File: config.mk
export PLATFORM = sky130hd
export DESIGN_NAME = smch_top
export DESIGN_NICKNAME = d
export VERILOG_FILES = /design/src/hw/smch_pkg.sv /design/src/hw/smch_top.sv /design/src/hw/smch_struct_rom.sv
export SDC_FILE = /design/constraint.sdc
export NUM_CORES = 1
export LEC_CHECK = 0
export BUFFER_PORTS_ARGS = -buffer_cell sky130_fd_sc_hd__buf_2
export CORE_AREA = 2 2 195 197
export DETAILED_ROUTE_END_ITERATION = 10
export DIE_AREA = 0 0 197 199
export GPL_TIMING_DRIVEN = 1
export SYNTH_ARGS = -nofsm -noshare
export SYNTH_HDL_FRONTEND = slang
export SYNTH_SLANG_ARGS = --single-unit
File: constraint.sdc
create_clock -name clk -period 6.35 [get_ports clk]
set_clock_uncertainty 0.05 [all_clocks]
set_input_delay 1.5875 -clock clk [delete_from_list [all_inputs] [get_ports clk]]
set_output_delay 1.5875 -clock clk [all_outputs]
set_load 0.01 [all_outputs]
File: src/hw/smch_pkg.sv
// shared constants and types of the health monitoring command handler
package smch_pkg;

    // command opcode and sub-function codes
    localparam logic [7:0] OPC_HEALTH     = 8'hb0;
    localparam logic [7:0] FEAT_READ_DATA = 8'hd0;
    localparam logic [7:0] FEAT_READ_THR  = 8'hd1;
    localparam logic [7:0] FEAT_AUTOSAVE  = 8'hd2;
    localparam logic [7:0] FEAT_SAVE      = 8'hd3;
    localparam logic [7:0] FEAT_OFFLINE   = 8'hd4;
    localparam logic [7:0] FEAT_RSVD_A    = 8'hd5;
    localparam logic [7:0] FEAT_RSVD_B    = 8'hd6;
    localparam logic [7:0] FEAT_ENABLE    = 8'hd8;
    localparam logic [7:0] FEAT_DISABLE   = 8'hd9;
    localparam logic [7:0] FEAT_STATUS    = 8'hda;

    // reliability signatures in lba mid / lba high
    localparam logic [7:0] SIG_OK_MID   = 8'h4f;
    localparam logic [7:0] SIG_OK_HIGH  = 8'hc2;
    localparam logic [7:0] SIG_BAD_MID  = 8'hf4;
    localparam logic [7:0] SIG_BAD_HIGH = 8'h2c;

    // register byte addresses
    localparam logic [4:0] ADDR_CMD      = 5'h00;
    localparam logic [4:0] ADDR_RESULT   = 5'h04;
    localparam logic [4:0] ADDR_DATA     = 5'h08;
    localparam logic [4:0] ADDR_PTR      = 5'h0c;
    localparam logic [4:0] ADDR_INT_STAT = 5'h10;
    localparam logic [4:0] ADDR_INT_MASK = 5'h14;
    localparam logic [4:0] ADDR_EVENTS   = 5'h18;

    // interrupt status bit positions
    localparam int INT_DONE    = 0;
    localparam int INT_ABORT   = 1;
    localparam int INT_OFFLINE = 2;
    localparam int INT_BITS    = 3;

    // reset values
    localparam logic [2:0]  RST_INT_MASK = 3'h0;
    localparam logic [31:0] RST_RDATA    = 32'h0000_0000;

    // health structure geometry
    localparam logic [8:0] POS_LAST         = 9'h1ff;
    localparam logic [8:0] POS_REV_LO       = 9'h000;
    localparam logic [8:0] POS_REV_HI       = 9'h001;
    localparam int         ATTR_BASE        = 2;
    localparam int         ATTR_SIZE        = 12;
    localparam int         ATTR_NUM         = 12;
    localparam logic [8:0] POS_OFFLINE_STAT = 9'h16a;
    localparam logic [8:0] POS_SELFTEST     = 9'h16b;
    localparam logic [8:0] POS_OFFLINE_TLO  = 9'h16c;
    localparam logic [8:0] POS_OFFLINE_THI  = 9'h16d;
    localparam logic [8:0] POS_OFFLINE_CAP  = 9'h16f;
    localparam logic [8:0] POS_CAP_LO       = 9'h170;
    localparam logic [8:0] POS_CAP_HI       = 9'h171;
    localparam logic [8:0] POS_ERRLOG       = 9'h172;
    localparam logic [8:0] POS_POLL_SHORT   = 9'h174;
    localparam logic [8:0] POS_POLL_EXT     = 9'h175;
    localparam logic [8:0] POS_POLL_CONV    = 9'h176;
    localparam logic [8:0] POS_FW_FIRST     = 9'h182;
    localparam logic [8:0] POS_FW_LAST      = 9'h18b;
    localparam logic [8:0] POS_ID_FIRST     = 9'h190;
    localparam logic [8:0] POS_ID_LAST      = 9'h196;

    // fixed field contents
    localparam logic [15:0] REVISION    = 16'h0001;
    localparam logic [15:0] OFFLINE_SEC = 16'h001e;
    localparam logic [7:0]  OFFLINE_CAP = 8'h01;
    localparam logic [15:0] HEALTH_CAP  = 16'h0003;
    localparam logic [7:0]  ERRLOG_CAP  = 8'h01;
    localparam logic [7:0]  POLL_SHORT  = 8'h02;
    localparam logic [7:0]  POLL_EXT    = 8'h0a;
    localparam logic [7:0]  POLL_CONV   = 8'h05;
    localparam logic [7:0]  ATTR_VALUE  = 8'h64;
    localparam logic [7:0]  ATTR_WORST  = 8'h64;
    localparam logic [7:0]  ATTR_THRESH = 8'h00;

    // attribute identifiers and raw byte lengths, entry 0 last
    localparam logic [ATTR_NUM-1:0][7:0] ATTR_IDS = {
        8'hc7, 8'hc0, 8'ha7, 8'ha6, 8'ha5, 8'ha4,
        8'ha3, 8'ha2, 8'ha1, 8'h0c, 8'h05, 8'h01};
    localparam logic [ATTR_NUM-1:0][2:0] ATTR_LEN = {
        3'h2, 3'h2, 3'h4, 3'h4, 3'h4, 3'h4,
        3'h2, 3'h2, 3'h2, 3'h2, 3'h2, 3'h1};

    // avalon request from the master
    typedef struct packed {
        logic        read;
        logic        write;
        logic [4:0]  address;
        logic [31:0] writedata;
        logic [3:0]  byteenable;
    } smch_avreq_t;

    // live drive health state
    typedef struct packed {
        logic [ATTR_NUM-1:0][31:0] raw;
        logic [7:0]                offlineStat;
        logic [7:0]                selfTestStat;
        logic                      threshold;
    } smch_health_t;

    // outgoing structure transfer
    typedef enum logic {
        XFER_IDLE = 1'b0,
        XFER_SEND = 1'b1
    } smch_xfer_t;

endpackage

File: src/hw/smch_top.sv
// health monitoring command handler with avalon register slave
//
// Function
// - feature code selects the health sub-function
// - disable stops monitoring, clears event counter
// - while disabled, abort all but enable
// - enable state kept in non-volatile storage
// - autosave setting switched and kept non-volatile
// - repeated enable leaves parameters unchanged
// - off-line immediate starts collection or self-test
// - healthy status returns 4f and c2
// - threshold exceeded returns f4 and 2c
// - read data sends the 512-byte structure
// - revision and off-line fields at fixed bytes
// - capability bytes and error logging flag
// - self-test polling times at 372-374
// - reserved structure bytes read zero
// - fixed bytes never change
// - attribute entries with listed identifiers
// - raw values lsb first, upper zero
// - unknown opcode ends with aborted command
//
// Decided for this implementation: the register addresses and the Avalon-MM slave port.
module smch_top (
    // clock and reset
    input  wire logic                   clk,
    input  wire logic                   rst,
    // avalon slave
    input  wire smch_pkg::smch_avreq_t  avReq,
    output logic                        avWaitrequest,
    output logic [31:0]                 avReaddata,
    // health state from the flash manager
    input  wire smch_pkg::smch_health_t health,
    input  wire logic                   monitorEvent,
    // non-volatile settings
    input  wire logic                   nvEnableIn,
    input  wire logic                   nvAutosaveIn,
    output logic                        nvStore,
    output logic                        nvSaveAttr,
    // monitoring control
    output logic                        monitorEnabled,
    output logic                        autosaveEnabled,
    output logic                        offlineStart,
    output logic [7:0]                  offlineMode,
    // interrupt
    output logic                        irq
);
    import smch_pkg::*;

    smch_xfer_t         xfer_r;
    smch_xfer_t         xfer_nxt;
    logic               waitReq_r;
    logic [31:0]        readdata_r;
    logic               loaded_r;
    logic               enabled_r;
    logic               autosave_r;
    logic [15:0]        eventCnt_r;
    logic [7:0]         lbaMid_r;
    logic [7:0]         lbaHigh_r;
    logic               abort_r;
    logic [8:0]         ptr_r;
    logic               thrMode_r;
    logic               offlineStart_r;
    logic [7:0]         offlineMode_r;
    logic               nvStore_r;
    logic               nvSaveAttr_r;
    logic [INT_BITS-1:0] intStat_r;
    logic [INT_BITS-1:0] intStat_nxt;
    logic [INT_BITS-1:0] intMask_r;
    logic               irq_r;
    logic [7:0]         romByte;

    // bus handshake: one wait cycle, then the transfer
    logic reqLive;
    logic accept;
    logic wrAcc;
    logic rdAcc;
    assign reqLive = avReq.read | avReq.write;
    assign accept  = reqLive && !waitReq_r;
    assign wrAcc   = accept && avReq.write;
    assign rdAcc   = accept && avReq.read;

    // address decode
    logic selCmd;
    logic selResult;
    logic selData;
    logic selPtr;
    logic selIntStat;
    logic selIntMask;
    logic selEvents;
    assign selCmd     = avReq.address == ADDR_CMD;
    assign selResult  = avReq.address == ADDR_RESULT;
    assign selData    = avReq.address == ADDR_DATA;
    assign selPtr     = avReq.address == ADDR_PTR;
    assign selIntStat = avReq.address == ADDR_INT_STAT;
    assign selIntMask = avReq.address == ADDR_INT_MASK;
    assign selEvents  = avReq.address == ADDR_EVENTS;

    // task file fields of a command write
    logic [7:0] opc;
    logic [7:0] feat;
    logic [7:0] secCnt;
    logic [7:0] lbaLow;
    assign opc    = avReq.writedata[7:0];
    assign feat   = avReq.writedata[15:8];
    assign secCnt = avReq.writedata[23:16];
    assign lbaLow = avReq.writedata[31:24];

    // sub-function decode and acceptance
    logic cmdWrite;
    logic isHealth;
    logic featKnown;
    logic allowed;
    logic cmdAbort;
    assign cmdWrite  = wrAcc && selCmd && (avReq.byteenable == 4'hf);
    assign isHealth  = opc == OPC_HEALTH;
    assign featKnown = (feat == FEAT_READ_DATA) || (feat == FEAT_READ_THR) ||
                       (feat == FEAT_AUTOSAVE) || (feat == FEAT_SAVE) ||
                       (feat == FEAT_OFFLINE) || (feat == FEAT_ENABLE) ||
                       (feat == FEAT_DISABLE) || (feat == FEAT_STATUS);
    assign allowed   = isHealth && featKnown && (enabled_r || feat == FEAT_ENABLE);
    assign cmdAbort  = cmdWrite && !allowed;

    logic doRead;
    logic doThr;
    logic doAutosave;
    logic doSave;
    logic doOffline;
    logic doEnable;
    logic doDisable;
    logic doStatus;
    logic cmdDone;
    assign doRead     = cmdWrite && allowed && feat == FEAT_READ_DATA;
    assign doThr      = cmdWrite && allowed && feat == FEAT_READ_THR;
    assign doAutosave = cmdWrite && allowed && feat == FEAT_AUTOSAVE;
    assign doSave     = cmdWrite && allowed && feat == FEAT_SAVE;
    assign doOffline  = cmdWrite && allowed && feat == FEAT_OFFLINE;
    assign doEnable   = cmdWrite && allowed && feat == FEAT_ENABLE;
    assign doDisable  = cmdWrite && allowed && feat == FEAT_DISABLE;
    assign doStatus   = cmdWrite && allowed && feat == FEAT_STATUS;

    // structure transfer progress
    logic dataPop;
    logic lastByte;
    assign dataPop  = rdAcc && selData && (xfer_r == XFER_SEND);
    assign lastByte = dataPop && (ptr_r == POS_LAST);
    assign cmdDone  = (cmdWrite && allowed && !doRead && !doThr) || lastByte;

    // structure transfer state
    always_comb begin
        xfer_nxt = xfer_r;
        case (xfer_r)
            XFER_IDLE: begin
                if (doRead || doThr) begin
                    xfer_nxt = XFER_SEND;
                end
            end
            XFER_SEND: begin
                if (lastByte || doDisable) begin
                    xfer_nxt = XFER_IDLE;
                end
            end
            default: xfer_nxt = XFER_IDLE;
        endcase
    end

    // interrupt status: hardware set wins over software clear
    logic [INT_BITS-1:0] intSet;
    logic [INT_BITS-1:0] intClr;
    assign intSet      = {doOffline, cmdAbort, cmdDone};
    assign intClr      = (wrAcc && selIntStat && avReq.byteenable[0]) ?
                         avReq.writedata[INT_BITS-1:0] : '0;
    assign intStat_nxt = (intStat_r & ~intClr) | intSet;

    // read data selection
    logic [31:0] rdNxt;
    assign rdNxt = selResult  ? {13'h0, autosave_r, enabled_r, abort_r,
                                 lbaHigh_r, lbaMid_r} :
                   selData    ? {24'h000000, (xfer_r == XFER_SEND) ? romByte : 8'h00} :
                   selPtr     ? {22'h0, xfer_r == XFER_SEND, ptr_r} :
                   selIntStat ? {29'h0, intStat_r} :
                   selIntMask ? {29'h0, intMask_r} :
                   selEvents  ? {16'h0000, eventCnt_r} : RST_RDATA;

    // bus slave
    always_ff @(posedge clk or posedge rst) begin
        if (rst) begin
            waitReq_r  <= 1'b1;
            readdata_r <= RST_RDATA;
        end else begin
            waitReq_r <= !(reqLive && waitReq_r);
            if (reqLive && waitReq_r && avReq.read) begin
                readdata_r <= rdNxt;
            end
        end
    end

    // persistent settings and monitoring counters
    always_ff @(posedge clk or posedge rst) begin
        if (rst) begin
            loaded_r   <= 1'b0;
            enabled_r  <= 1'b0;
            autosave_r <= 1'b0;
            eventCnt_r <= 16'h0000;
        end else if (!loaded_r) begin
            loaded_r   <= 1'b1;
            enabled_r  <= nvEnableIn;
            autosave_r <= nvAutosaveIn;
        end else begin
            if (doEnable) begin
                enabled_r <= 1'b1;
            end
            if (doDisable) begin
                enabled_r  <= 1'b0;
                eventCnt_r <= 16'h0000;
            end else if (enabled_r && monitorEvent) begin
                eventCnt_r <= eventCnt_r + 16'h0001;
            end
            if (doAutosave) begin
                autosave_r <= secCnt != 8'h00;
            end
        end
    end

    // command results and one-cycle strobes
    always_ff @(posedge clk or posedge rst) begin
        if (rst) begin
            lbaMid_r       <= 8'h00;
            lbaHigh_r      <= 8'h00;
            abort_r        <= 1'b0;
            offlineStart_r <= 1'b0;
            offlineMode_r  <= 8'h00;
            nvStore_r      <= 1'b0;
            nvSaveAttr_r   <= 1'b0;
        end else begin
            offlineStart_r <= doOffline;
            nvStore_r      <= doAutosave || doDisable || (doEnable && !enabled_r);
            nvSaveAttr_r   <= doSave;
            if (cmdWrite) begin
                abort_r <= !allowed;
            end
            if (doOffline) begin
                offlineMode_r <= lbaLow;
            end
            if (doStatus) begin
                lbaMid_r  <= health.threshold ? SIG_BAD_MID : SIG_OK_MID;
                lbaHigh_r <= health.threshold ? SIG_BAD_HIGH : SIG_OK_HIGH;
            end
        end
    end

    // structure pointer and interrupt registers
    always_ff @(posedge clk or posedge rst) begin
        if (rst) begin
            xfer_r    <= XFER_IDLE;
            ptr_r     <= 9'h000;
            thrMode_r <= 1'b0;
            intStat_r <= '0;
            intMask_r <= RST_INT_MASK;
            irq_r     <= 1'b0;
        end else begin
            xfer_r    <= xfer_nxt;
            intStat_r <= intStat_nxt;
            irq_r     <= |(intStat_r & intMask_r);
            if (doRead || doThr) begin
                ptr_r     <= 9'h000;
                thrMode_r <= doThr;
            end else if (wrAcc && selPtr && avReq.byteenable[1:0] == 2'b11) begin
                ptr_r <= avReq.writedata[8:0];
            end else if (dataPop) begin
                ptr_r <= ptr_r + 9'h001;
            end
            if (wrAcc && selIntMask && avReq.byteenable[0]) begin
                intMask_r <= avReq.writedata[INT_BITS-1:0];
            end
        end
    end

    // structure contents
    smch_struct_rom u_rom (
        .byteIdx (ptr_r),
        .thrMode (thrMode_r),
        .health  (health),
        .byteOut (romByte)
    );

    // outputs straight from flip-flops
    assign avWaitrequest   = waitReq_r;
    assign avReaddata      = readdata_r;
    assign nvStore         = nvStore_r;
    assign nvSaveAttr      = nvSaveAttr_r;
    assign monitorEnabled  = enabled_r;
    assign autosaveEnabled = autosave_r;
    assign offlineStart    = offlineStart_r;
    assign offlineMode     = offlineMode_r;
    assign irq             = irq_r;
endmodule // smch_top

File: src/hw/smch_struct_rom.sv
// byte generator of the 512-byte health and threshold structures
module smch_struct_rom #(
    parameter logic [79:0] FW_VERSION = 80'h3030_3030_3030_3030_3130, // arbitrary
    parameter logic [55:0] CTRL_ID    = 56'h4354_524c_3030_31         // arbitrary
) (
    // byte selection
    input  wire logic [8:0]            byteIdx,
    input  wire logic                  thrMode,
    // live health state
    input  wire smch_pkg::smch_health_t health,
    // selected byte
    output logic [7:0]                 byteOut
);
    import smch_pkg::*;

    logic [7:0] attrAcc [0:ATTR_NUM];
    logic [8:0] fwOff;
    logic [8:0] idOff;
    logic [7:0] fwByte;
    logic [7:0] idByte;
    logic       inFw;
    logic       inId;
    logic [7:0] hdrByte;

    // one attribute entry per loop pass, results ored together
    assign attrAcc[0] = 8'h00;
    for (genvar i = 0; i < ATTR_NUM; i++) begin : g_attr
        localparam logic [8:0] BASE = 9'(ATTR_BASE + ATTR_SIZE * i);
        logic       hit;
        logic [3:0] off;
        logic [2:0] k;
        logic [7:0] rawByte;
        logic [7:0] valByte;
        assign hit     = (byteIdx >= BASE) && (byteIdx < BASE + 9'(ATTR_SIZE));
        assign off     = 4'(byteIdx - BASE);
        assign k       = 3'(off - 4'h5);
        // raw value lsb first, unused upper bytes zero
        assign rawByte = (k < ATTR_LEN[i]) ? health.raw[i][{k[1:0], 3'b000} +: 8]
                                           : 8'h00;
        assign valByte = (off == 4'h0) ? ATTR_IDS[i] :
                         thrMode ? ((off == 4'h1) ? ATTR_THRESH : 8'h00) :
                         (off == 4'h3) ? ATTR_VALUE :
                         (off == 4'h4) ? ATTR_WORST :
                         (off >= 4'h5 && off <= 4'ha) ? rawByte : 8'h00;
        assign attrAcc[i+1] = attrAcc[i] | (hit ? valByte : 8'h00);
    end

    // fixed strings
    assign inFw   = (byteIdx >= POS_FW_FIRST) && (byteIdx <= POS_FW_LAST);
    assign inId   = (byteIdx >= POS_ID_FIRST) && (byteIdx <= POS_ID_LAST);
    assign fwOff  = byteIdx - POS_FW_FIRST;
    assign idOff  = byteIdx - POS_ID_FIRST;
    assign fwByte = 8'(FW_VERSION >> {fwOff, 3'b000});
    assign idByte = 8'(CTRL_ID >> {idOff, 3'b000});

    // header and trailer fields; all other bytes zero here, attribute entry bytes are ored in below
    assign hdrByte = (byteIdx == POS_REV_LO) ? REVISION[7:0] :
                     (byteIdx == POS_REV_HI) ? REVISION[15:8] :
                     thrMode ? 8'h00 :
                     (byteIdx == POS_OFFLINE_STAT) ? health.offlineStat :
                     (byteIdx == POS_SELFTEST) ? health.selfTestStat :
                     (byteIdx == POS_OFFLINE_TLO) ? OFFLINE_SEC[7:0] :
                     (byteIdx == POS_OFFLINE_THI) ? OFFLINE_SEC[15:8] :
                     (byteIdx == POS_OFFLINE_CAP) ? OFFLINE_CAP :
                     (byteIdx == POS_CAP_LO) ? HEALTH_CAP[7:0] :
                     (byteIdx == POS_CAP_HI) ? HEALTH_CAP[15:8] :
                     (byteIdx == POS_ERRLOG) ? ERRLOG_CAP :
                     (byteIdx == POS_POLL_SHORT) ? POLL_SHORT :
                     (byteIdx == POS_POLL_EXT) ? POLL_EXT :
                     (byteIdx == POS_POLL_CONV) ? POLL_CONV :
                     inFw ? fwByte :
                     inId ? idByte : 8'h00;

    assign byteOut = hdrByte | attrAcc[ATTR_NUM];

endmodule // smch_struct_rom

# Word-level counts from Yosys, hierarchy flattened
# Cells that the tools add are included.
word_totals:
  regBits: 98
  out_inout_bits: 47
  input_bits: 449
  word_cells: 418
classes:
  n_reduce_logical: 96
  muxes: 123
  add_sub_neg: 28
  eq_ne: 56
  magnitude_cmp: 64
  bitwise: 18
  shifts: 14
op_table:
  columns: ["operator", "count"]
  rows:
  - ["8-bit two-way mux", 103]
  - ["32-bit by 6-bit indexed part select with 8-bit output", 12]
  - ["16-bit two-way mux", 7]
  - ["9-bit == test (second input constant)", 12]
  - ["8-bit bitwise OR", 12]
  - ["78-bit by 12-bit >> shifter with 8-bit output (first input constant)", 1]
  - ["8-bit == test (second input constant)", 9]
  - ["1-bit logical AND", 58]
  - ["55-bit by 12-bit >> shifter with 8-bit output (first input constant)", 1]
  - ["4-bit by 2-bit == test with 1-bit output (second input constant)", 12]
  - ["4-bit by 3-bit == test with 1-bit output (second input constant)", 12]
  - ["4-bit by 3-bit >= comparator with 1-bit output (second input constant)", 12]
  - ["4-bit <= comparator (second input constant)", 12]
  - ["4-bit zero test", 12]
  - ["9-bit by 7-bit >= comparator with 1-bit output (second input constant)", 5]
  - ["9-bit by 7-bit less-than comparator with 1-bit output (second input constant)", 5]
  - ["3-bit subtractor (second input constant)", 12]
  - ["9-bit by 6-bit >= comparator with 1-bit output (second input constant)", 3]
  - ["9-bit by 6-bit less-than comparator with 1-bit output (second input constant)", 3]
  - ["9-bit two-way mux", 3]
  - ["4-bit subtractor (second input constant)", 6]
  - ["3-bit by 2-bit less-than comparator with 1-bit output (second input constant)", 7]
  - ["19-bit two-way mux", 1]
  - ["9-bit >= comparator (second input constant)", 2]
  - ["other kinds (40)", 77]

# Longest topological paths before layout
# Gate-level depths: netlist of run 1.
logic_depth:
  ltp_word: 25
  ltp_mapped: 13
  depth_no_buf: 9

# Hierarchy
# From an unflattened synthesis of run 1, not the netlist that was laid out.
hier_totals:
  hier_cells: 945
  hier_area_um2: 8185.4
modules_own_cells:
  columns: ["module", "area_each_um2", "cells_each", "n_inst", "seq_area_each_um2"]
  rows:
  - ["smch_struct_rom", 4270.3, 536, 1, 0.0]
  - ["smch_top", 3915.0, 409, 1, 1803.0]

# Worst setup path after synthesis of run 1
# Ideal clock, no wire load.
synth_timing:
  path_kind: "input to register"
  from: "input avReq[14] (netlist bit)"
  to: "register eventCnt_r[10]"
  path_buffers: 2
  slack_ns: 2.770
  setup_ns: 0.132
  arrival_time_ns: 3.398
  t_required_ns: 6.168
  cell_stages: 9
  cell_sequence: "clkbuf_1 -> nor3b_1 -> a21oi_1 -> o32a_1 -> nor4_2 -> nand3_1 -> nor2_1 -> clkbuf_1 -> nor2_1"
synth_via:
  elab_chain_len: 14
  elab_cells_between_ends: 23
  cone_classes: "eq/ne (8); mux (1); reduce/logical (14)"
synth_lines:
  columns: ["item", "line_no", "text"]
  rows:
  - ["from (decl)", "smch_top.sv:29", "input wire smch_pkg::smch_avreq_t avReq,"]
  - ["8-bit == test", "smch_top.sv:117", "assign featKnown = (feat == FEAT_READ_DATA) || (feat == FEAT_READ_THR) ||"]
  - ["1-bit logical OR (2 in a row)", "smch_top.sv:117", null]
  - ["1-bit logical OR (2 in a row)", "smch_top.sv:118", "(feat == FEAT_AUTOSAVE) || (feat == FEAT_SAVE) ||"]
  - ["1-bit logical OR (2 in a row)", "smch_top.sv:119", "(feat == FEAT_OFFLINE) || (feat == FEAT_ENABLE) ||"]
  - ["1-bit logical OR", "smch_top.sv:120", "(feat == FEAT_DISABLE) || (feat == FEAT_STATUS);"]
  - ["1-bit logical AND (2 in a row)", "smch_top.sv:121", "assign allowed = isHealth && featKnown && (enabled_r || feat == FEAT_ENABLE);"]
  - ["1-bit logical AND", "smch_top.sv:139", "assign doDisable = cmdWrite && allowed && feat == FEAT_DISABLE;"]
  - ["1-bit logical AND *", "smch_top.sv:139", null]
  - ["2-bit nonzero test (no line)", null, null]
  - ["2-bit AND reduction (no line)", null, null]
  - ["to (signal assigned)", "smch_top.sv:217", "eventCnt_r <= eventCnt_r + 16'h0001;"]
  - ["to (decl)", "smch_top.sv:57", "logic [15:0] eventCnt_r;"]
# Mark *: on every way between the ends. The rest lies on a longest branch, timed or not.
# A chain may end at the register's enable or synchronous reset.

# Worst setup path after layout of run 1
layout_timing:
  from: "register ptr_r[1]"
  to: "register readdata_r[0], in the netlist avReaddata[0]"
layout_via:
  elab_chain_len: 25
  elab_cells_between_ends: 294
  cone_classes: "add/sub (26); order compare (64); eq/ne (36); shift (14); mux (103); bitwise (12); reduce/logical (39)"
layout_lines:
  columns: ["item", "line_no", "text"]
  rows:
  - ["from (decl)", "smch_top.sv:61", "logic [8:0] ptr_r;"]
  - ["from (signal assigned)", "smch_top.sv:269", "ptr_r <= avReq.writedata[8:0];"]
  - ["from (signal assigned)", "smch_top.sv:271", "ptr_r <= ptr_r + 9'h001;"]
  - ["4-bit by 2-bit subtractor with 4-bit output / 4-bit subtractor (equally long branches)", "smch_struct_rom.sv:35", "assign off = 4'(byteIdx - BASE);"]
  - ["3-bit subtractor", "smch_struct_rom.sv:36", "assign k = 3'(off - 4'h5);"]
  - ["32-bit by 6-bit indexed part select with 8-bit output (tied with other cells)", "smch_struct_rom.sv:38", "assign rawByte = (k < ATTR_LEN[i]) ? health.raw[i][{k[1:0], 3'b000} +: 8]"]
  - ["8-bit two-way mux", "smch_struct_rom.sv:38", null]
  - ["8-bit two-way mux", "smch_struct_rom.sv:44", "(off >= 4'h5 && off <= 4'ha) ? rawByte : 8'h00;"]
  - ["8-bit two-way mux", "smch_struct_rom.sv:43", "(off == 4'h4) ? ATTR_WORST :"]
  - ["8-bit two-way mux", "smch_struct_rom.sv:42", "(off == 4'h3) ? ATTR_VALUE :"]
  - ["8-bit two-way mux", "smch_struct_rom.sv:41", "thrMode ? ((off == 4'h1) ? ATTR_THRESH : 8'h00) :"]
  - ["8-bit two-way mux", "smch_struct_rom.sv:40", "assign valByte = (off == 4'h0) ? ATTR_IDS[i] :"]
  - ["8-bit two-way mux", "smch_struct_rom.sv:45", "assign attrAcc[i+1] = attrAcc[i] | (hit ? valByte : 8'h00);"]
  - ["8-bit bitwise OR (11 in a row)", "smch_struct_rom.sv:45", null]
  - ["8-bit bitwise OR *", "smch_struct_rom.sv:74", "assign byteOut = hdrByte | attrAcc[ATTR_NUM];"]
  - ["8-bit two-way mux *", "smch_top.sv:179", "selData ? {24'h000000, (xfer_r == XFER_SEND) ? romByte : 8'h00} :"]
  - ["16-bit two-way mux *", "smch_top.sv:179", null]
  - ["19-bit two-way mux *", "smch_top.sv:177", "assign rdNxt = selResult ? {13'h0, autosave_r, enabled_r, abort_r,"]
  - ["to (signal assigned)", "smch_top.sv:193", "readdata_r <= rdNxt;"]
  - ["to (decl)", "smch_top.sv:53", "logic [31:0] readdata_r;"]
# Marked as above.

==> out/summary.md, run 1 <==
Row generation in the floorplan step produced 71 rows. For the worst setup path, the data arrival time is 4.90 ns. The classification of the worst setup path was flop to flop. Clock tree synthesis selected as its root buffer the cell clkbuf_16. The detail route stage leaves a number of antenna-violating nets equal to 0. The per-instance average area after synthesis works out to 8.300 sq um. Subtracting the final worst setup slack from the clock period gives 4.767 ns. Based on the critical path, the design can be clocked at up to 0.2098 GHz.

The relative contribution of sequential cells to total power was 31.6%. The run gives 598.6 uW as the switching power. The logs give 0.008134 sq mm for the cell area after synthesis and 36.0% for the combinational power share. Summed over all instances, the cell type with the most area after synthesis is dfrtp_1. Once layout is complete, the utilization of the core stands at 28.56%. The first detailed-routing pass took 5 iterations. The number of hold buffers added after CTS was 0. The detailed-placement wirelength estimate is 32.67 mm, and the overall die area is 0.03920 sq mm. The number of distinct library cells after synthesis was 89. Of the cells placed in the final design, the portion with a size suffix greater than 1 is 36.75%. Dividing the final minimum period by the clock period gives 75.08%. In this run, synthesis produced a sequential element count of 72. Worst flop-to-flop path endpoint: avReaddata[0]. Post-CTS timing repair inserted 0 buffers for setup.

The H-tree generated during clock tree synthesis spans 3 levels. The worst register-to-register path has a depth of 9. The run finished with clean final reports. From bottom edge to top edge, the die measures 199 um. 496 I/O pins were placed. Along the worst hold path, the cell count comes to 2. For the number of pins exceeding their max-slew limit in the final report, the log shows 0. For met2 alone, demand over resource in global routing was 32.52%. The endpoint class of the critical path was a flop. For the pin with the worst max-slew slack, the measured transition is 1.297 ns.

Clock latency on the worst-skew pair: 0.34 ns. Number of buffers inserted during clock tree synthesis: 9. In this run the critical register-to-register path is launched from ptr_r[1].

Across the VDD grid, the largest voltage drop is 0.1224 mV. The total power per unit cell area was 159.1 mW/mm^2. The peak fanout along the critical path was 19. In this run the static leakage power is 0.004569 uW. The async set-reset flop share out of synthesis was 100.0%. Synthesis produced a netlist whose cell count is 980. For this configuration, the core starts out at a cell density of 21.91%. Summed over all layers, the global routing overflow is 0.

The setup check on the worst reg-to-reg path leaves a slack of 1.58 ns. The clock transition at the registers of the reported paths is 0.06 ns, and the hold violation total from the final report is 0. The total routing resource utilization after global routing was 19.61%; the number of max-cap violations was 0. Beginning of the worst hold path: offlineMode[3]. Setup repair after global routing left no endpoint under its margin.

The routed wire length per instance is 22.52 um. The fraction of synthesized cell area taken by the top area cell type is 21.84%, and the internal power contribution is 1089 uW. For this design, the sink count on the clock tree is 72. Adding up every negative setup slack in the final design gives 0 ns. The met3 usage in global routing was 4.307%; the count of cells resized by post-cts repair was 0.

The post-synthesis to final-layout area growth is 30.40%. The via density per instance works out to 5.313. The net count of the finished layout came out at 1,761.

For the maximum number of pins on one net before global-route repair, the log shows 73. Routability-driven placement finished with a final weighted congestion of 0.9508. TritonCTS built the clock tree. The number of antenna violations at the first check in global routing was 12. The total via count after detailed routing came out at 9,473. Largest buffer count on any clock path: 2.

In this run switching power makes up 35.47% of total power. The logs give 32.4% for the clock share of power and 0 for the final setup violation count. The tools report the post-route total power as 1688 uW. Count of input and output buffers: 362. For this run, the number of Yosys warnings is 0. In this run, synthesis inferred 0 flip-flops with an integrated enable. By count the netlist is led by nand2_1 (113), nor2_1 (84), dfrtp_1 (71).

Standard cell core area: 0.03713 sq mm. The flip-flop cell with the highest count after synthesis was dfrtp_1. After detailed routing, the total wire length is 40.16 mm. The run gives 9,053 as the number of global-route vias before repair.

The min-delay analysis places its worst path in the category flop to flop. The detailed router finished its first iteration with 875 violations. In the post-synthesis netlist, the biggest area contributors are dfrtp_1 (22%), mux4_2 (11%), nand2_1 (5.2%).

Kind of launch point of the worst setup path: a flop. The most common cell in the synthesized netlist is nand2_1. The logs give 57.33 mm for the wire length of the first global-routing pass and 25.15% for the met1 track demand over resource. After global routing, the most crowded layer is met2. Post-detailed-route DRC marker count: 0. The worst relative slew slack is 11.27%. The proportion of synthesized chip area in sequential cells is 22.17%, and the floorplan die width is 197 um. The required time reported for the critical path endpoint came out at 6.48 ns. The hold-critical path endpoint is offlineMode[3].
==> cells in the final DEF, fill, tap and decap left out, types with 17 or more instances in the layout <==
cell type,synthesis,layout
mux4_2,38,38
a21oi_1,56,56
nand3_1,35,35
buf_2,22,362
o21ai_0,42,42
inv_1,21,20
nand2_1,113,113
dfrtp_1,71,70
a211oi_1,18,18
mux2i_1,34,34
a22oi_1,17,17
mux2_2,27,27
nor2_1,84,84
nor3_1,34,34
==> through the flow <==
step	std cells	hold WS [ns]	setup slack [ns]	instance area [sq um]
floorplan	992	0.4149	2.770	8179
global placement	1764	0.3983	1.706	10280
detailed placement	1764	0.4017	1.648	10280
CTS	1780	0.4162	1.640	10600
global route	1783	0.4465	1.535	10610
finish	1783	0.4125	1.583	10610
==> power by group through the flow <==
| stage | clock network (uW) | registers (uW) | logic, uW |
|---|---|---|---|
| floorplan | 0 | 507 | 377 |
| detailed placement | 0 | 540 | 599 |
| global route | 578 | 538 | 652 |
| CTS | 557 | 532 | 602 |
| finish | 547 | 533 | 607 |
| global placement | 0 | 539 | 597 |
==> layer usage <==
layer | vias to the layer above | routed length, um | part of all wire, %
li1 | 4363 | - | -
met1 | 4564 | 16710 | 42
met2 | 457 | 18870 | 47
met3 | 77 | 3054 | 7.6
met4 | 12 | 1452 | 3.6
met5 | - | 69 | 0.17
==> kinds of logic after synthesis <==
family	synth area share (%)
AOI/OAI and AO/OA	21.78
xor gates and xnor gates	3.461
DFF	22.17
muxes	18.44
other	0.09233
and+or+nand+nor	26.26
buffers and inverters	6.107
adders and majority gates	1.692
==> layout make-up <==
type	instances	area, sq um
timing repair buffer	375	1909
multi-input combinational	820	5882
tap	474	593.1
sequential	72	1807
clock buffer	10	239.0
clock inverter	6	82.58
inverter	23	86.33
fill	4039	26530
antenna	3	7.507
==> critical path, cell delays in order (launching register included) <==
cell,delay [ns]
dfrtp_1,0.86
inv_1,0.34
ha_1,0.59
xor2_4,0.57
a211oi_1,0.18
nor2_1,0.57
nor3_1,0.11
or4_1,0.57
nor4b_1,0.54
o221ai_1,0.22
==> flip-flops by register name (all words and copies together), names as in the netlist, 3 cells and up <==
signal	cells
avReaddata	19
eventCnt_r	16
offlineMode	8
intStat_r	3
intMask_r	3
lbaMid_r	3
ptr_r	9
==> worst max-delay path by stage <==
| stage | startpoint | end | slack, ns | depth (start not counted) |
|---|---|---|---|---|
| after floorplan | avReq[14] | eventCnt_r[10] | 2.77 | 9 |
| after global placement | ptr_r[0] | avReaddata[0] | 1.71 | 9 |
| final | ptr_r[1] | avReaddata[0] | 1.58 | 9 |
| after global routing | ptr_r[0] | avReaddata[0] | 1.54 | 8 |
| after CTS | ptr_r[1] | avReaddata[0] | 1.64 | 9 |
| after detailed placement | ptr_r[1] | avReaddata[0] | 1.65 | 9 |
Power figures use the tool's default switching activity.
==> run 2: changes to the inputs <==
Settings changed: ABC_AREA set to 1, CORE_AREA 2 2 195 197 to 2 2 191 193, DIE_AREA 0 0 197 199 to 0 0 193 195.
Clock period 6.35 ns to 4.8 ns, I/O delays scaled along.
==> out/summary.md, run 2 <==
The ratio of cells with drive above 1 in the final layout was 24.04% (-13 points); the accumulated negative setup slack was 0 ns (unchanged). The count of mapped cells out of synthesis is 1,650 (+68%), and the worst relative slew slack is 38.01% (+27 points). The via density per instance works out to 5.040 (-5.1%). The run gives 3.73 ns (-1.17 ns) as the data arrival time at the worst-slack endpoint.

The run gives 0.03764 sq mm (-4.0%) as the overall die area. The peak fanout along the critical path was 18 (-1); the number of distinct library cells after synthesis was 55 (-38%). The clock latency on the worst-skew pair is 0.34 ns (about the same).

The combinational power share is 38.6% (+2.6 points), and the cell count of the worst reg-to-reg path is 16 (+7). Number of placed I/O pins: 496 (unchanged). In the layout the commonest cells are nand2_1 (541), buf_2 (377), nor2_1 (209).

The maximum clock frequency was 0.2850 GHz (+36%). Die boundary height: 195 um (-2.0%). For this design, the slowest cell found on the critical path is dfrtp_1. Most common library cell in the layout ignoring fill and taps: nand2_1. The setup path with the least slack is of type flop to flop. The run gives 883.8 uW (+48%) as the switching power. In this run the critical register-to-register path is captured at avReaddata[1]. The detailed-placement wirelength estimate is 36.68 mm (+12%), and the setup slack of the worst register-to-register path is 1.29 ns (-0.29 ns). The run gives 941 (+7.5%) as the violation count after the first detailed-routing iteration. The run gives 0.2036 mV (+66%) as the largest vdd supply drop. The worst register-to-register path begins at ptr_r[2].

Clock transition at the registers of the reported paths: 0.06 ns (about the same). The run gives 0.03540 sq mm (-4.7%) as the standard cell core area. The final period utilization was 73.09% (-2.0 points).

The count of buffers added by post-CTS timing repair for setup was 0 (unchanged). Count of hold-fix buffers inserted at cts: 0 (unchanged). The tools report the number of buffers inserted during clock tree synthesis as 9 (unchanged).

The number of cells on the worst hold path was 2 (unchanged); the total routing resource utilization after global routing was 22.43% (+2.8 points). Total congestion overflow: 0 (unchanged). The count of cells resized by post-cts repair was 0 (unchanged).

The cell type with the largest total area after synthesis is nand2_1. The total via count after detailed routing is 12,360 (+30%). TritonCTS built the clock tree. Internal power contribution: 1366 uW (+25%). The run gives 31.9% (+0.3 points) as the relative contribution of sequential cells to total power.

The run finished with clean final reports. The total power per unit cell area is 193.0 mW/mm^2 (+21%), and the wire length of the first global-routing pass is 64.63 mm (+13%). Delay of the slowest critical-path stage: 0.63 ns (-0.23 ns). The hold-critical path endpoint was offlineMode[6].

The post-synthesis to final-layout area growth is 26.93%, and the async set-reset flop share out of synthesis is 100.0% (unchanged). The worst setup path is launched from a flop. The largest buffer count on any clock path is 2 (unchanged), and the final setup violation count is 0 (unchanged). The number of nets with antenna violations after detailed routing is 0 (unchanged), and the routed wire length per instance is 18.27 um (-19%).

The worst min-delay path category is flop to flop. For the net count of the finished layout, the log shows 2,444 (+39%). The hold violation total from the final report is 0 (unchanged), and the leakage power is 0.006384 uW (+40%). Flip-flop and latch count after synthesis: 72 (unchanged). After synthesis, the most frequently instantiated cells are nand2_1 (541), nor2_1 (209), nand3_1 (168). The tools report the number of clock sinks seen by CTS as 72 (unchanged). The pin slew with the least headroom to its limit came out at 0.9298 ns (-0.3676 ns).

The beginning of the worst hold path was offlineMode[6]. The initial core utilization is 25.95% (+4.0 points). The run gives 4,084 (+1.1%) as the fill cell total of the finished layout.

After synthesis, the cell types taking the most area are nand2_1 (22%), dfrtp_1 (19%), nand3_1 (9.2%). The wire length reported by the detailed router came out at 44.81 mm (+12%). The number of enable-type register cells in the synthesized netlist is 0 (unchanged). The proportion of total power due to net switching is 39.29% (+3.8 points). The tools report the number of pins exceeding their max-slew limit in the final report as 0 (unchanged). The number of antenna violations at the first check in global routing was 3 (-9); the proportion of synthesized chip area in sequential cells was 19.63% (-2.5 points). The count of yosys warnings during synthesis is 0 (unchanged). The clock share of power is 29.4% (-3.0 points), and the number of optimization iterations in the first detailed-route pass is 8 (+3). The worst setup path is captured at a flop. The post-detailed-route DRC marker count was 0 (unchanged); the maximum number of pins on one net before global-route repair was 75 (+2.7%).

The floorplan die width came out at 193 um (-2.0%). The number of flip-flops under the largest register name is 19 (unchanged). In the post-synthesis netlist, the cell with the most instances is nand2_1.

The number of H-tree levels came out at 3 (unchanged). The critical path goes through inv_2 > ha_1 > inv_2 > nand2_1 > nand2_2 > nor2_2 > nand2_1 > nor2_1 > nand2_1 > nand2_1 > nor2_1 > nand2_1 > nand2_1 > nand3b_1 > nand2_1 > nand2_1. The area taken by flip-flops and latches was 0.001807 sq mm (unchanged).

The logs give 69 (-2.8%) for the placement row count and 0.009184 sq mm (+13%) for the cell area after synthesis. The fraction of synthesized cell area taken by the top area cell type is 22.11% (+0.27 points), and the total area of multi-input combinational cells is 0.006435 sq mm (+9.4%). Setup repair after global routing left no endpoint under its margin. Minimum clock period after layout: 3.508 ns (-1.259 ns). The required time reported for the critical path endpoint came out at 5.03 ns (-1.45 ns). The per-instance average area after synthesis came out at 5.566 sq um (-33%). The tree is rooted in a clkbuf_16. The number of max-cap violations was 0 (unchanged). The flip-flop cell with the highest count after synthesis is dfrtp_1.

Number of global-route vias before repair: 11,420 (+26%). Counting stages on the worst path, the most repeated cell is nand2_1. The global placement routability congestion is 0.9626 (+1.2%). The post-route total power was 2249 uW (+33%); the count of input and output buffers was 377 (+4.1%).
-- run 2: cell types whose count changed after synthesis, sizes merged, moves of 26 or more --
cell | previous run | this run
mux2 | 27 | 1
nand4 | 15 | 49
inv | 21 | 135
nand2 | 114 | 555
nor2 | 85 | 229
nand3 | 35 | 173
o21ai | 50 | 143
mux4 | 38 | 0
-- run 2: how the worst max path moves through the flow --
stage / start / endpoint / slack, ns / cells past startpoint
finish: ptr_r[2] / avReaddata[1] / 1.29 / 16
CTS: ptr_r[2] / avReaddata[7] / 1.35 / 16
floorplan: rst / abort_r / 1.73 / 1
global placement: ptr_r[2] / avReaddata[7] / 1.36 / 16
global route: ptr_r[2] / avReaddata[2] / 1.08 / 13
detailed placement: ptr_r[2] / avReaddata[7] / 1.35 / 16
-- run 2: worst max-delay path, delay by kind of cell (launching register included) --
family / cells / cell delay [ns]
simple gates: 13 / 1.91
flops: 1 / 0.63
fa+ha+maj: 1 / 0.53
buf+inv: 2 / 0.35
-- run 2: metrics by stage --
| stage | instance area [sq um] | utilization [%] | hold slack, ns | std cells | setup slack (ns) |
|---|---|---|---|---|---|
| floorplan | 9229 | - | 0.3852 | 1662 | 1.727 |
| global placement | 11360 | 32.10 | 0.3971 | 2434 | 1.362 |
| detailed placement | 11360 | 32.10 | 0.4077 | 2434 | 1.351 |
| CTS | 11650 | 32.91 | 0.4231 | 2449 | 1.348 |
| global route | 11660 | 32.93 | 0.4541 | 2452 | 1.083 |
| finish | 11660 | 32.93 | 0.4185 | 2452 | 1.292 |
-- run 2: logic make-up (layout without fill, tap and decap cells) --
group                    count (synthesis)  count (layout)  synth area share [%]
AND/OR/NAND/NOR                       1052            1052                 49.58
AO/OA/AOI/OAI                          268             268                 16.05
buffers and inverters                  222             548                 10.82
flip-flops                              72              72                 19.63
XOR/XNOR                                13              13                 1.240
adder cells (fa/ha/maj)                 11              11                 1.499
multiplexers                            10              10                 1.104
other                                    2              17               0.08177
-- run 2: area by class of cell --
cell class | instances | area share, %
multi-input cells | 1368 | 55.20
well taps | 461 | 4.948
clock buffers | 12 | 2.114
flip-flops and latches | 72 | 15.50
diodes | 3 | 0.06440
repair buffers | 393 | 17.22
clock inverters | 3 | 0.3649
inverters | 140 | 4.594
-- run 2: power by group through the flow --
stage | registers, uW | logic, uW | clock network [uW]
3_5_place_dp | 727 | 862 | 0
5_1_grt | 724 | 962 | 705
3_3_place_gp | 726 | 854 | 0
2_1_floorplan | 708 | 522 | 0
6_report | 718 | 869 | 662
4_1_cts | 716 | 867 | 682
-- run 2: routing by layer --
| metal | up-vias | part of all wire, % | GRT usage (%) |
|---|---|---|---|
| li1 | 6078 | - | - |
| met1 | 5632 | 40 | 26.63 |
| met2 | 550 | 48 | 39.51 |
| met3 | 98 | 7.1 | 2.822 |
| met4 | 0 | 4.9 | 11.05 |
| met5 | - | 0 | 0 |
